**config.mk**
```make
export PLATFORM = sky130hd
export DESIGN_NAME = instr_format_ea_decode
export DESIGN_NICKNAME = d
export VERILOG_FILES = /design/src/inc/ea_pkg.sv /design/src/inc/ea_mem_if.sv /design/src/rtl/ea_field_split.sv /design/src/rtl/ea_mem_port.sv /design/src/rtl/instr_format_ea_decode.sv
export SDC_FILE = /design/constraint.sdc
export NUM_CORES = 1
export LEC_CHECK = 0
export BUFFER_PORTS_ARGS = -buffer_cell sky130_fd_sc_hd__buf_2
export CAP_MARGIN = 10
export CORE_MARGIN = 2
export CORE_UTILIZATION = 30
export CTS_BUF_LIST = sky130_fd_sc_hd__clkbuf_4
export DETAILED_ROUTE_END_ITERATION = 10
export MAX_ROUTING_LAYER = met4
export SLEW_MARGIN = 20
export SYNTH_ARGS = -nofsm -noshare
export SYNTH_HDL_FRONTEND = slang
export SYNTH_SLANG_ARGS = --single-unit
export TNS_END_PERCENT = 5
```
**constraint.sdc**
```tcl
create_clock -name core_clk_i -period 4.9 [get_ports core_clk_i]
set_clock_uncertainty 0.05 [all_clocks]
set_input_delay 0.98 -clock core_clk_i [delete_from_list [all_inputs] [get_ports core_clk_i]]
set_output_delay 0.98 -clock core_clk_i [all_outputs]
set_load 0.005 [all_outputs]
```
**src/inc/ea_pkg.sv**
```systemverilog
package ea_pkg;
  // word and address widths
  localparam int AW = 15;
  localparam int DW = 16;
  localparam int PAW = 12;
  localparam int COUNT_W = 16;

  // first-word field positions and the flag bit of fetched words
  localparam int OP_HI = 15;
  localparam int OP_LO = 12;
  localparam int M_HI = 11;
  localparam int M_LO = 9;
  localparam int LOW_HI = 8;
  localparam int LOW_LO = 0;
  localparam int SUB_HI = 8;
  localparam int SUB_LO = 3;
  localparam int XS_HI = 2;
  localparam int XS_LO = 0;
  localparam int POST_BIT = 7;
  localparam int IND_BIT = 15;

  // operation codes
  localparam logic [3:0] OP_SYS = 4'h0;
  localparam logic [3:0] OP_IO = 4'h8;

  // addressing selector codes of the first word
  localparam logic [2:0] M_DIR_MAX = 3'h3;
  localparam logic [2:0] M_REL = 3'h4;
  localparam logic [2:0] M_XIDX = 3'h5;
  localparam logic [2:0] M_BIDX = 3'h6;
  localparam logic [2:0] M_IND = 3'h7;
  localparam logic [2:0] M_JUMP = 3'h1;
  localparam logic [2:0] M_MARK = 3'h2;
  localparam logic [2:0] M_EXEC = 3'h3;
  localparam logic [2:0] M_EXT = 3'h6;

  // first-word bits 0-2 selector codes of extended instructions
  localparam logic [2:0] X_IMM_MAX = 3'h3;
  localparam logic [2:0] X_IMM = 3'h0;
  localparam logic [2:0] X_XIDX = 3'h5;
  localparam logic [2:0] X_BIDX = 3'h6;
  localparam logic [2:0] X_MEM = 3'h7;

  // indirection depth and operand length
  localparam logic [2:0] LIM_ONE = 3'h5;
  localparam logic [2:0] LIM_TWO = 3'h4;
  localparam logic [2:0] LVL_FIRST = 3'h1;
  localparam logic [2:0] LVL_STEP = 3'h1;
  localparam logic [2:0] WC_ONE = 3'h1;
  localparam logic [2:0] WC_SP = 3'h2;
  localparam logic [2:0] WC_DP = 3'h4;

  // address arithmetic constants
  localparam logic [14:0] P_STEP = 15'h0001;
  localparam logic [5:0] PAGE0_PAD = 6'h00;
  localparam logic [3:0] DIR_PAD = 4'h0;

  // apb register map
  localparam logic [11:0] CTRL_OFF = 12'h000;
  localparam logic [11:0] STAT_OFF = 12'h004;
  localparam logic [11:0] LAST_EA_OFF = 12'h008;
  localparam logic [11:0] COUNT_OFF = 12'h00c;
  localparam int CTRL_EN_BIT = 0;
  localparam int STAT_BUSY_BIT = 0;
  localparam int STAT_FAULT_BIT = 1;
  localparam logic CTRL_EN_RST = 1'b1;

  typedef enum logic [1:0] {ST_IDLE, ST_WORD2, ST_INDIR, ST_DONE} state_type;

  typedef struct packed {
    logic [3:0] op;
    logic [2:0] mode;
    logic [8:0] low;
    logic [2:0] xsel;
    logic [5:0] subop;
    logic post;
    logic single;
    logic dbl;
    logic ext;
    logic imm;
  } fields_type;
endpackage

```
**src/inc/ea_mem_if.sv**
```systemverilog
`timescale 1ns/1ps
interface ea_mem_if;
  logic start;
  logic [14:0] addr;
  logic done;
  logic [15:0] data;
  modport client (output start, output addr, input done, input data);
  modport server (input start, input addr, output done, output data);
endinterface

```
**src/rtl/ea_field_split.sv**
```systemverilog
`timescale 1ns/1ps
module ea_field_split (
  // first instruction word
  input wire logic [15:0] word_i,
  // decoded fields
  output ea_pkg::fields_type fld_o
);
  wire logic [3:0] op_w = word_i[ea_pkg::OP_HI:ea_pkg::OP_LO];
  wire logic [2:0] mode_w = word_i[ea_pkg::M_HI:ea_pkg::M_LO];
  wire logic [8:0] low_w = word_i[ea_pkg::LOW_HI:ea_pkg::LOW_LO];
  wire logic [2:0] xsel_w = word_i[ea_pkg::XS_HI:ea_pkg::XS_LO];
  wire logic sys_w = op_w == ea_pkg::OP_SYS;
  wire logic dbl_w = sys_w && (mode_w == ea_pkg::M_JUMP || mode_w == ea_pkg::M_MARK ||
    mode_w == ea_pkg::M_EXEC || mode_w == ea_pkg::M_EXT);
  wire logic ext_w = sys_w && mode_w == ea_pkg::M_EXT;

  assign fld_o.op = op_w;
  assign fld_o.mode = mode_w;
  assign fld_o.low = low_w;
  assign fld_o.xsel = xsel_w;
  assign fld_o.subop = word_i[ea_pkg::SUB_HI:ea_pkg::SUB_LO];
  assign fld_o.post = word_i[ea_pkg::POST_BIT];
  assign fld_o.single = !sys_w && op_w != ea_pkg::OP_IO;
  assign fld_o.dbl = dbl_w;
  assign fld_o.ext = ext_w;
  assign fld_o.imm = ext_w && xsel_w == ea_pkg::X_IMM;
endmodule // ea_field_split

```
**src/rtl/ea_mem_port.sv**
```systemverilog
`timescale 1ns/1ps
module ea_mem_port (
  // clock and reset
  input wire logic core_clk_i,
  input wire logic rst_b_i,
  // decoder side
  ea_mem_if.server rd,
  // memory side
  output logic mem_req_o,
  output logic [14:0] mem_addr_o,
  input wire logic mem_ack_i,
  input wire logic [15:0] mem_data_i
);
  logic req_q;
  logic [14:0] addr_q;
  logic done_q;
  logic [15:0] data_q;

  // request and address stay put until the memory acknowledges
  always_ff @(posedge core_clk_i or negedge rst_b_i) begin
    if (!rst_b_i) begin
      req_q <= 1'b0;
      addr_q <= '0;
      done_q <= 1'b0;
      data_q <= '0;
    end else begin
      done_q <= req_q && mem_ack_i;
      if (rd.start) begin
        req_q <= 1'b1;
        addr_q <= rd.addr;
      end else if (mem_ack_i) begin
        req_q <= 1'b0;
      end
      if (req_q && mem_ack_i) begin
        data_q <= mem_data_i;
      end
    end
  end

  assign mem_req_o = req_q;
  assign mem_addr_o = addr_q;
  assign rd.done = done_q;
  assign rd.data = data_q;
endmodule // ea_mem_port

```
**src/rtl/instr_format_ea_decode.sv**
```systemverilog
`timescale 1ns/1ps
// Summary of operation
// - split word into op, selector, low field
// - op zero, selector 1/2/3/6: double-word
// - second word is address, top bit defers
// - extended: bits 0-2 selector, 3-8 opcode
// - immediate: second word is the operand
// - immediate operand gets no address modification
// - float: fetch deferrable address, 2/4 words
// - selector 0-3: 11-bit direct address
// - selector 4: low plus counter plus one
// - selector 5: low plus first offset
// - selector 6: low plus second offset
// - selector 7: word in page zero addresses
// - extended 0-3: second word is operand
// - extended 4: second word plus counter plus one
// - extended 5: second word plus first offset
// - extended 6: second word plus second offset
// - extended 7, top clear: 15-bit direct
// - extended 7, top set: indirect location
// - set flag on fetched word chains further
// - chain limit five single, four double
// - bit 7 picks pre or post indexing
module instr_format_ea_decode (
  // clock and reset
  input wire logic core_clk_i,
  input wire logic rst_b_i,
  // apb slave
  input wire logic psel_i,
  input wire logic penable_i,
  input wire logic pwrite_i,
  input wire logic [11:0] paddr_i,
  input wire logic [31:0] pwdata_i,
  output logic [31:0] prdata_o,
  output logic pready_o,
  output logic pslverr_o,
  // decode request from the cpu
  input wire logic start_i,
  input wire logic [15:0] first_word_i,
  input wire logic float_unit_selector_i,
  input wire logic float_double_i,
  input wire logic [14:0] counter_i,
  input wire logic [14:0] x_reg_i,
  input wire logic [14:0] b_reg_i,
  // main memory read port
  output logic mem_req_o,
  output logic [14:0] mem_addr_o,
  input wire logic mem_ack_i,
  input wire logic [15:0] mem_data_i,
  // decode result
  output logic busy_o,
  output logic done_o,
  output logic addr_valid_o,
  output logic imm_o,
  output logic fault_o,
  output logic [14:0] ea_o,
  output logic [15:0] operand_o,
  output logic [2:0] word_count_o,
  output logic [3:0] opcode_o,
  output logic [5:0] subop_o
);
  // wrapping adder shared by the relative and indexed address modes
  function automatic logic [14:0] ea_add(input logic [14:0] a, input logic [14:0] b);
    logic [15:0] s;
    s = {1'b0, a} + {1'b0, b};
    return s[14:0];
  endfunction

  ea_mem_if rd ();
  ea_pkg::fields_type fw;
  ea_pkg::fields_type fld_q;
  ea_pkg::state_type state_q;
  ea_pkg::state_type state_d;
  logic [14:0] ea_q, ea_d;
  logic [15:0] opnd_q, opnd_d;
  logic [2:0] lvl_q, lvl_d;
  logic [2:0] lim_q, lim_d;
  logic post_q, post_d;
  logic fault_q, fault_d;
  logic imm_q, imm_d;
  logic av_q, av_d;
  logic [14:0] p1_q, x_q, b_q;
  logic flt_q;
  logic [2:0] words_q;
  logic ctrl_en_q;
  logic sticky_q;
  logic [ea_pkg::COUNT_W-1:0] count_q;
  logic [31:0] prdata_q;
  logic rd_go;
  logic [14:0] rd_addr;

  ea_field_split u_split (
    .word_i(first_word_i),
    .fld_o(fw)
  );

  ea_mem_port u_mem (
    .core_clk_i(core_clk_i),
    .rst_b_i(rst_b_i),
    .rd(rd.server),
    .mem_req_o(mem_req_o),
    .mem_addr_o(mem_addr_o),
    .mem_ack_i(mem_ack_i),
    .mem_data_i(mem_data_i)
  );

  // request acceptance and single-word address forming
  wire logic acc = state_q == ea_pkg::ST_IDLE && start_i && ctrl_en_q;
  wire logic [14:0] p1_w = ea_add(counter_i, ea_pkg::P_STEP);
  wire logic [14:0] low_w = {ea_pkg::PAGE0_PAD, fw.low};
  wire logic [14:0] dir_w = {ea_pkg::DIR_PAD, fw.mode[1:0], fw.low};
  wire logic [14:0] sw_ea = (fw.mode <= ea_pkg::M_DIR_MAX) ? dir_w :
    (fw.mode == ea_pkg::M_REL) ? ea_add(p1_w, low_w) :
    (fw.mode == ea_pkg::M_XIDX) ? ea_add(x_reg_i, low_w) :
    ea_add(b_reg_i, low_w);

  // second-word handling
  wire logic [14:0] w2a = rd.data[ea_pkg::IND_BIT-1:0];
  wire logic w2i = rd.data[ea_pkg::IND_BIT];
  wire logic is_ext = !flt_q && fld_q.ext;
  wire logic ext_imm = is_ext && fld_q.xsel <= ea_pkg::X_IMM_MAX;
  // float, jump, mark, execute and selector 7 use the word as a plain pointer
  wire logic chain_w = flt_q || !is_ext || fld_q.xsel == ea_pkg::X_MEM;
  wire logic idx_w = fld_q.xsel == ea_pkg::X_XIDX || fld_q.xsel == ea_pkg::X_BIDX;
  wire logic post_w = is_ext && idx_w && fld_q.post;
  wire logic [14:0] base_w = (fld_q.xsel == ea_pkg::X_XIDX) ? x_q :
    (fld_q.xsel == ea_pkg::X_BIDX) ? b_q : p1_q;
  wire logic [14:0] pre_sum = ea_add(base_w, w2a);
  wire logic [14:0] ptr_w = (chain_w || post_w) ? w2a : pre_sum;
  wire logic [14:0] fin_w = post_q ? ea_add(base_w, w2a) : w2a;
  wire logic at_lim = lvl_q == lim_q;

  always_comb begin
    state_d = state_q;
    ea_d = ea_q;
    opnd_d = opnd_q;
    lvl_d = lvl_q;
    lim_d = lim_q;
    post_d = post_q;
    fault_d = fault_q;
    imm_d = imm_q;
    av_d = av_q;
    rd_go = 1'b0;
    rd_addr = '0;
    case (state_q)
      ea_pkg::ST_IDLE: begin
        if (acc) begin
          fault_d = 1'b0;
          imm_d = 1'b0;
          av_d = 1'b1;
          post_d = 1'b0;
          lvl_d = ea_pkg::LVL_FIRST;
          lim_d = ea_pkg::LIM_ONE;
          if (float_unit_selector_i || fw.dbl) begin
            rd_go = 1'b1;
            rd_addr = p1_w;
            lim_d = ea_pkg::LIM_TWO;
            state_d = ea_pkg::ST_WORD2;
          end else if (!fw.single) begin
            av_d = 1'b0;
            state_d = ea_pkg::ST_DONE;
          end else if (fw.mode == ea_pkg::M_IND) begin
            rd_go = 1'b1;
            rd_addr = low_w;
            state_d = ea_pkg::ST_INDIR;
          end else begin
            ea_d = sw_ea;
            state_d = ea_pkg::ST_DONE;
          end
        end
      end
      ea_pkg::ST_WORD2: begin
        if (rd.done) begin
          opnd_d = rd.data;
          if (ext_imm) begin
            // operand sits in the second word itself, nothing is modified
            imm_d = 1'b1;
            ea_d = p1_q;
            state_d = ea_pkg::ST_DONE;
          end else if (w2i) begin
            post_d = post_w;
            rd_go = 1'b1;
            rd_addr = ptr_w;
            state_d = ea_pkg::ST_INDIR;
          end else begin
            ea_d = chain_w ? w2a : pre_sum;
            state_d = ea_pkg::ST_DONE;
          end
        end
      end
      ea_pkg::ST_INDIR: begin
        if (rd.done) begin
          if (w2i && at_lim) begin
            // a runaway chain is stopped rather than left to spin on memory
            fault_d = 1'b1;
            av_d = 1'b0;
            state_d = ea_pkg::ST_DONE;
          end else if (w2i) begin
            lvl_d = lvl_q + ea_pkg::LVL_STEP;
            rd_go = 1'b1;
            rd_addr = w2a;
          end else begin
            ea_d = fin_w;
            state_d = ea_pkg::ST_DONE;
          end
        end
      end
      ea_pkg::ST_DONE: begin
        state_d = ea_pkg::ST_IDLE;
      end
      default: begin
        state_d = ea_pkg::ST_IDLE;
      end
    endcase
  end

  assign rd.start = rd_go;
  assign rd.addr = rd_addr;

  always_ff @(posedge core_clk_i or negedge rst_b_i) begin
    if (!rst_b_i) begin
      state_q <= ea_pkg::ST_IDLE;
      ea_q <= '0;
      opnd_q <= '0;
      lvl_q <= '0;
      lim_q <= ea_pkg::LIM_ONE;
      post_q <= 1'b0;
      fault_q <= 1'b0;
      imm_q <= 1'b0;
      av_q <= 1'b0;
    end else begin
      state_q <= state_d;
      ea_q <= ea_d;
      opnd_q <= opnd_d;
      lvl_q <= lvl_d;
      lim_q <= lim_d;
      post_q <= post_d;
      fault_q <= fault_d;
      imm_q <= imm_d;
      av_q <= av_d;
    end
  end

  // operands of the instruction are frozen at acceptance
  always_ff @(posedge core_clk_i or negedge rst_b_i) begin
    if (!rst_b_i) begin
      fld_q <= '0;
      p1_q <= '0;
      x_q <= '0;
      b_q <= '0;
      flt_q <= 1'b0;
      words_q <= ea_pkg::WC_ONE;
    end else if (acc) begin
      fld_q <= fw;
      p1_q <= p1_w;
      x_q <= x_reg_i;
      b_q <= b_reg_i;
      flt_q <= float_unit_selector_i;
      words_q <= !float_unit_selector_i ? ea_pkg::WC_ONE :
        float_double_i ? ea_pkg::WC_DP : ea_pkg::WC_SP;
    end
  end

  // apb register file, zero wait states
  wire logic apb_setup = psel_i && !penable_i;
  wire logic apb_wr = psel_i && penable_i && pwrite_i;
  wire logic hit_ctrl = paddr_i == ea_pkg::CTRL_OFF;
  wire logic hit_stat = paddr_i == ea_pkg::STAT_OFF;
  wire logic hit_ea = paddr_i == ea_pkg::LAST_EA_OFF;
  wire logic hit_cnt = paddr_i == ea_pkg::COUNT_OFF;
  wire logic mapped = hit_ctrl || hit_stat || hit_ea || hit_cnt;
  wire logic fault_ev = state_q == ea_pkg::ST_DONE && fault_q;
  wire logic fault_clr = apb_wr && hit_stat && pwdata_i[ea_pkg::STAT_FAULT_BIT];
  wire logic [31:0] stat_w = 32'({sticky_q, busy_o});
  wire logic [31:0] rd_mux = hit_ctrl ? 32'(ctrl_en_q) :
    hit_stat ? stat_w :
    hit_ea ? 32'(ea_q) :
    hit_cnt ? 32'(count_q) : '0;

  always_ff @(posedge core_clk_i or negedge rst_b_i) begin
    if (!rst_b_i) begin
      ctrl_en_q <= ea_pkg::CTRL_EN_RST;
      sticky_q <= 1'b0;
      count_q <= '0;
      prdata_q <= '0;
    end else begin
      if (apb_wr && hit_ctrl) begin
        ctrl_en_q <= pwdata_i[ea_pkg::CTRL_EN_BIT];
      end
      // a fault in the clearing cycle survives the clear
      sticky_q <= fault_ev || (sticky_q && !fault_clr);
      if (state_q == ea_pkg::ST_DONE) begin
        count_q <= count_q + 1'b1;
      end
      if (apb_setup) begin
        prdata_q <= rd_mux;
      end
    end
  end

  assign prdata_o = prdata_q;
  assign pready_o = 1'b1;
  assign pslverr_o = psel_i && penable_i && !mapped;
  assign busy_o = state_q != ea_pkg::ST_IDLE;
  assign done_o = state_q == ea_pkg::ST_DONE;
  assign addr_valid_o = av_q;
  assign imm_o = imm_q;
  assign fault_o = fault_q;
  assign ea_o = ea_q;
  assign operand_o = opnd_q;
  assign word_count_o = words_q;
  assign opcode_o = fld_q.op;
  assign subop_o = fld_q.subop;

  wire logic acc_sw = acc && !float_unit_selector_i && !fw.dbl && fw.single;
endmodule // instr_format_ea_decode

```
Yosys cells after proc, flatten, opt, wreduce, memory -nomap -nowiden --
Index checks and enable logic that the tools add are counted.
Cells by class: multiplexer cells 82, add/subtract/negate cells 7, reduce and logical (&&, ||, !) cells 54, magnitude comparators 2, equality and inequality tests 33
Operator list (count):
- 15-bit 2-to-1 mux | 26
- 15-bit one-hot mux with 3 select lines | 2
- 16-bit 2-to-1 mux | 4
- 15-bit by 9-bit adder with 15-bit output | 3
- 1-bit 2-to-1 mux | 29
- 12-bit by 4-bit equality test with 1-bit output (second input constant) | 2
- 3-bit equality test (second input constant) | 7
- 1-bit logical AND | 20
- 3-bit 2-to-1 mux | 6
- 9-bit 2-to-1 mux | 2
- 2-bit inequality test (second input constant) | 9
- 16-bit by 1-bit adder with 16-bit output (second input constant) | 1
- 15-bit by 1-bit adder with 15-bit output (second input constant) | 1
- 15-bit adder | 1
- 12-bit by 3-bit equality test with 1-bit output (second input constant) | 1
- 12-bit logical NOT | 1
- 1-bit logical OR | 12
- 2-bit 2-to-1 mux | 6
- 4-bit AND reduction | 3
- 10-bit AND reduction | 1
- 5-bit AND reduction | 2
- 2-bit by 1-bit inequality test with 1-bit output (second input constant) | 4
- 1-bit one-hot mux with 2 select lines | 4
- 2-bit one-hot mux with 4 select lines | 1
- other kinds (17) | 30
Storage, ports and cells: logic and storage cells 205, output and inout bits 99, input bits 130, flip-flop bits (word level) 190

Longest topological paths before layout --
depth after elaboration 11, depth in mapped cells 17, depth with buffers taken out 16

Modules after synthesis --
From an unflattened synthesis, not the netlist that was laid out.
Unflattened totals: cells, all modules 1310, area, all modules 11229.5 µm²
By module, submodules not included:
- instr_format_ea_decode | cells an instance 1203, seq. area each 3482.1 µm², times used 1, area an instance 9689.3 µm²
- ea_mem_port | cells an instance 71, seq. area each 825.8 µm², times used 1, area an instance 1267.5 µm²
- ea_field_split | cells an instance 36, seq. area each 0.0 µm², times used 1, area an instance 272.8 µm²

Worst setup path after synthesis --
No wires, ideal clock.
path kind input to register, from in first_word_i[9], to reg ea_q[10] (netlist: ea_o[10]), data required time 4783 ps, path buffers 3, arrival time 3789 ps, path slack 994 ps, cell stages on the path 14, setup time 67 ps, cells stage by stage buf_4 -> clkbuf_1 -> clkbuf_1 -> mux2i_1 -> o21ai_0 -> fa_1 -> a211oi_2 -> o21ai_1 -> a21oi_1 -> o21ai_2 -> nand2_1 -> xnor2_1 -> a2111oi_0 -> a221o_1
Between the ends: word-level cells in the longest chain between the ends 9, elaborated cells on any way between the ends 24, those cells by class order compare: 1; eq/ne: 9; mux: 8; reduce/logical: 6
Ends and longest elaborated chain:
- start: declaration | line instr_format_ea_decode.sv:39 | input wire logic [15:0] first_word_i,
- 3-bit equality test | line instr_format_ea_decode.sv:114 | (fw.mode == ea_pkg::M_XIDX) ? ea_add(x_reg_i, low_w) :
- 15-bit 2-to-1 mux | line instr_format_ea_decode.sv:114
- 15-bit 2-to-1 mux | line instr_format_ea_decode.sv:113 | (fw.mode == ea_pkg::M_REL) ? ea_add(p1_w, low_w) :
- 15-bit 2-to-1 mux | line instr_format_ea_decode.sv:112 | wire logic [14:0] sw_ea = (fw.mode <= ea_pkg::M_DIR_MAX) ? dir_w :
- 15-bit 2-to-1 mux | line instr_format_ea_decode.sv:162 | end else if (fw.mode == ea_pkg::M_IND) begin
- 15-bit 2-to-1 mux | line instr_format_ea_decode.sv:159 | end else if (!fw.single) begin
- 15-bit 2-to-1 mux | line instr_format_ea_decode.sv:154 | if (float_unit_selector_i || fw.dbl) begin
- 15-bit 2-to-1 mux | line instr_format_ea_decode.sv:147 | if (acc) begin
- 15-bit one-hot mux with 3 select lines | line instr_format_ea_decode.sv:145 | case (state_q)
- end signal: assignment | line instr_format_ea_decode.sv:223 | ea_q <= '0;
- end signal: assignment | line instr_format_ea_decode.sv:233 | ea_q <= ea_d;
- end: declaration | line instr_format_ea_decode.sv:74 | logic [14:0] ea_q, ea_d;
Parallel ways exist; a longest one is shown, timed or not. The select of a mux whose other input is x is not followed. A chain may end at the register's enable or synchronous reset.

Worst setup path in the final report --
from reg fld_q[11] (netlist bit), to reg u_mem.addr_q[14] (netlist: u_mem.mem_addr_o[14])
Between the ends: word-level cells in the longest chain between the ends 10, elaborated cells on any way between the ends 21, those cells by class add/sub: 1; order compare: 1; eq/ne: 3; mux: 10; reduce/logical: 6
Ends and longest elaborated chain:
- start: declaration | line instr_format_ea_decode.sv:71 | ea_pkg::fields_type fld_q;
- start signal: assignment | line instr_format_ea_decode.sv:254 | fld_q <= fw;
- branches (longest 10 deep; another with 15-bit adder)
- end signal: assignment | line ea_mem_port.sv:30 | addr_q <= rd.addr;
- end: declaration | line ea_mem_port.sv:15 | logic [14:0] addr_q;
Parallel ways; which one is timed is not known.

==> key figures <==
Route
  • Average wire per standard cell: 20.3 um
  • Drt via density: 5.26
  • Drt drc: 0
  • Routed Antenna Nets: 0
  • Routed wire length: 38,300 um
  • 1st-iter DRT viols: around 830
  • Iteration count of the initial detailed-routing pass: 7
  • Vias: between 9,000 and 10,000

Final layout
  • Fill cells: approximately 3,800
  • Storage cell area: 4280 sq um
  • Final core utilization: 0.350
  • Layout cells sized above 1: 0.226
  • Final net count: 1,579
  • Commonest non-fill, non-tap cell in the layout: nand2_1
  • Area Growth Syn to Fin: 14.5%
  • Most frequent cells in the layout: 244 x nand2_1, 180 x buf_2, 168 x dfrtp_1, 101 x nor2_1, 92 x o21ai_0
  • Multi-input gate area: 6100 sq um

Global routing
  • Remaining Overflow, GRT: 0
  • Initial antenna violation count: 2
  • Vias in the first global route: 9,258
  • First-pass GRT wire length: 57,600 um
  • Largest net degree at the start of global routing: 92
  • GRT Total Usage: 0.207

Critical path
  • Worst setup path category: reg -> reg
  • CP peak stage delay: 680 ps
  • Worst Path Max Fanout: 14
  • Critical path startpoint category: register
  • WP data required: 5360 ps
  • CP endpoint kind: register
  • Critical Path, Cell by Cell: buf_4, mux2i_1, a211oi_1, inv_1, fa_1, nand3b_1, a31oi_2, o21a_2, nor3b_1, nor4b_2, xnor2_1, o221ai_1, mux2_2
  • Arrival time at the worst endpoint: 4520 ps
  • Crit path max-delay cell type: dfrtp_1

Clocking
  • CTS tree: done
  • Worst skew pair latency: roughly 630 ps
  • Post-CTS Setup Bufs: 0
  • Clk Tree Root Cell: clkbuf_4
  • Clock H-tree levels: 4
  • Cts hold-fix bufs: 0
  • Worst-path clk slew: 170 ps
  • CTS Buf Count: 17
  • CTS sink count: 171
  • Post_cts resized: 0
  • Clock Tree Buf Depth: 2

Die
  • Die height: 195 um
  • Die Width: ~190 um
  • Initial Util: 0.306
  • # IOs: around 230
  • Die ar.: roughly 38,000 sq um
  • Core Region: 35,700 sq um
  • Site Rows: between 60 and 70

Placement
  • I/O Buffers: 181
  • Post-detail-place hpwl: between 20,000 and 30,000 um
  • Worst slack, placed: 556 ps
  • Final weighted congestion in routability-driven placement: 0.952

Synthesis
  • Number of enable flip-flop cells after synthesis: 0
  • Synth Instances: 1,271
  • Seq/Total Area, Yosys: 0.391
  • Synthesis warning total: 0
  • Synth Flop Type: dfrtp_1
  • Mean Syn Cell Area: roughly 8.6 sq um
  • Synthesized area: 10,900 sq um
  • Library cells used by synthesis: 86
  • Async S/R FF share, synth: 1.00
  • Synthesis-stage register bit count: between 150 and 200

STA
  • Final slew viol count: 0
  • Final setup fails: 0
  • Setup_tns: 0 ps
  • Measured slew at the worst slew-check pin: 960 ps
  • Setup ws final: 839 ps
  • Unrepaired setup endpoints after global routing: false
  • Final cycle utilization of the critical path: 0.829
  • Final Critical Period: 4060 ps
  • FMAX: roughly 250 MHz
  • Slew headroom: 0.360
  • Endpoints failing hold: 0

Flow run
  • Max-cap viol count: 0

Outcome
  • Status: finished, final reports clean

Pwr
  • Peak VDD IR: 0.000154 V
  • Power Total: 3.99 mW
  • Static Leakage: between 5 and 6 nW
  • Power per Cell Area: 319 nW/um^2

Worst hold path
  • Hold Crit Class: in -> async
routing by layer:
metal  track usage  wire (um)  up-vias
li1              -          -     4705
met1         0.294      18400     4782
met2         0.301      16600      391
met3        0.0358       2490       53
met4        0.0633        866        0
met5             -          0        -
cells in the mapped netlist, types with 32 or more instances:
cell type	number	share of area
mux2_2	42	0.043
xnor2_1	34	0.027
o21ai_0	92	0.042
buf_4	32	0.022
inv_1	34	0.012
dfrtp_1	168	0.38
a31oi_1	32	0.018
nand2_1	244	0.084
nor2_1	102	0.035
clkbuf_1	48	0.016
mux2i_1	43	0.039
ha_1	33	0.038
a21oi_1	68	0.031
worst max-delay path: cells and delay by family, from the launching register on:
kind,cells,cell delay (ps)
AO/OA/AOI/OAI,4,1040
XOR/XNOR,1,160
adder cells (fa/ha/maj),1,440
AND/OR/NAND/NOR,3,740
buffers and inverters,2,430
flip-flops,1,680
multiplexers,2,410
sequential cells by signal, indices dropped and copies added (netlist names), 2 cells and up:
name and cells:
subop_o 6, count_q 16, prdata_o 16, operand_o 16, opcode_o 4, p1_q 15
b_q 15, word_count_o 3, u_mem.mem_addr_o 15, u_mem.rd.data 16, ea_o 15, x_q 15
state_q 2, lvl_q 3, fld_q 4
where the power goes:
group | total (mW) | internal, mW | switching [mW]
Combinational | 1.32 | 0.481 | 0.837
Sequential | 1.69 | 1.53 | 0.161
Clock | 0.987 | 0.414 | 0.573
Total | 3.99 | 2.42 | 1.57
logic make-up (layout without fill, tap and decap cells):
family                     Yosys count  count (layout)  share of synthesized area
AOI/OAI and AO/OA                  323             323                      0.191
xor gates and xnor gates            49              49                     0.0392
adders and majority gates           36              36                     0.0424
buffers and inverters              132             273                     0.0579
DFF                                171             171                      0.391
muxes                               86              86                     0.0836
other                                2              18                   0.000686
and+or+nand+nor                    472             472                      0.194
stage by stage:
stage | area, sq um | hold slack, ps | instances
finish | 12500 | 316 | 1889
global route | 12500 | 352 | 1889
CTS | 12500 | 336 | 1888
global placement | 12200 | 401 | 1856
floorplan | 11000 | 387 | 1286
detailed placement | 12200 | 408 | 1856
cell type report:
| cell class | instances | area share |
|---|---|---|
| antenna | 1 | 0.000200 |
| clock buffer | 17 | 0.0102 |
| multi-input combinational | 983 | 0.487 |
| inverter | 36 | 0.0108 |
| clock inverter | 15 | 0.0168 |
| sequential | 171 | 0.342 |
| tap | 461 | 0.0460 |
| timing repair buffer | 205 | 0.0872 |
worst paths after layout:
path,startpoint,end,slack (ps),cells after the start
worst max-delay path,fld_q[11],u_mem.mem_addr_o[14],840,13
worst min-delay path,rst_b_i,prdata_o[15],320,1
worst max register to register,fld_q[11],u_mem.mem_addr_o[14],840,13
worst min register to register,b_q[1],b_q[1],430,2
max in group asynchronous,rst_b_i,b_q[3],3270,2
min in group core_clk_i,b_q[1],b_q[1],430,2
No activity file was read; power rests on OpenSTA's default activity.
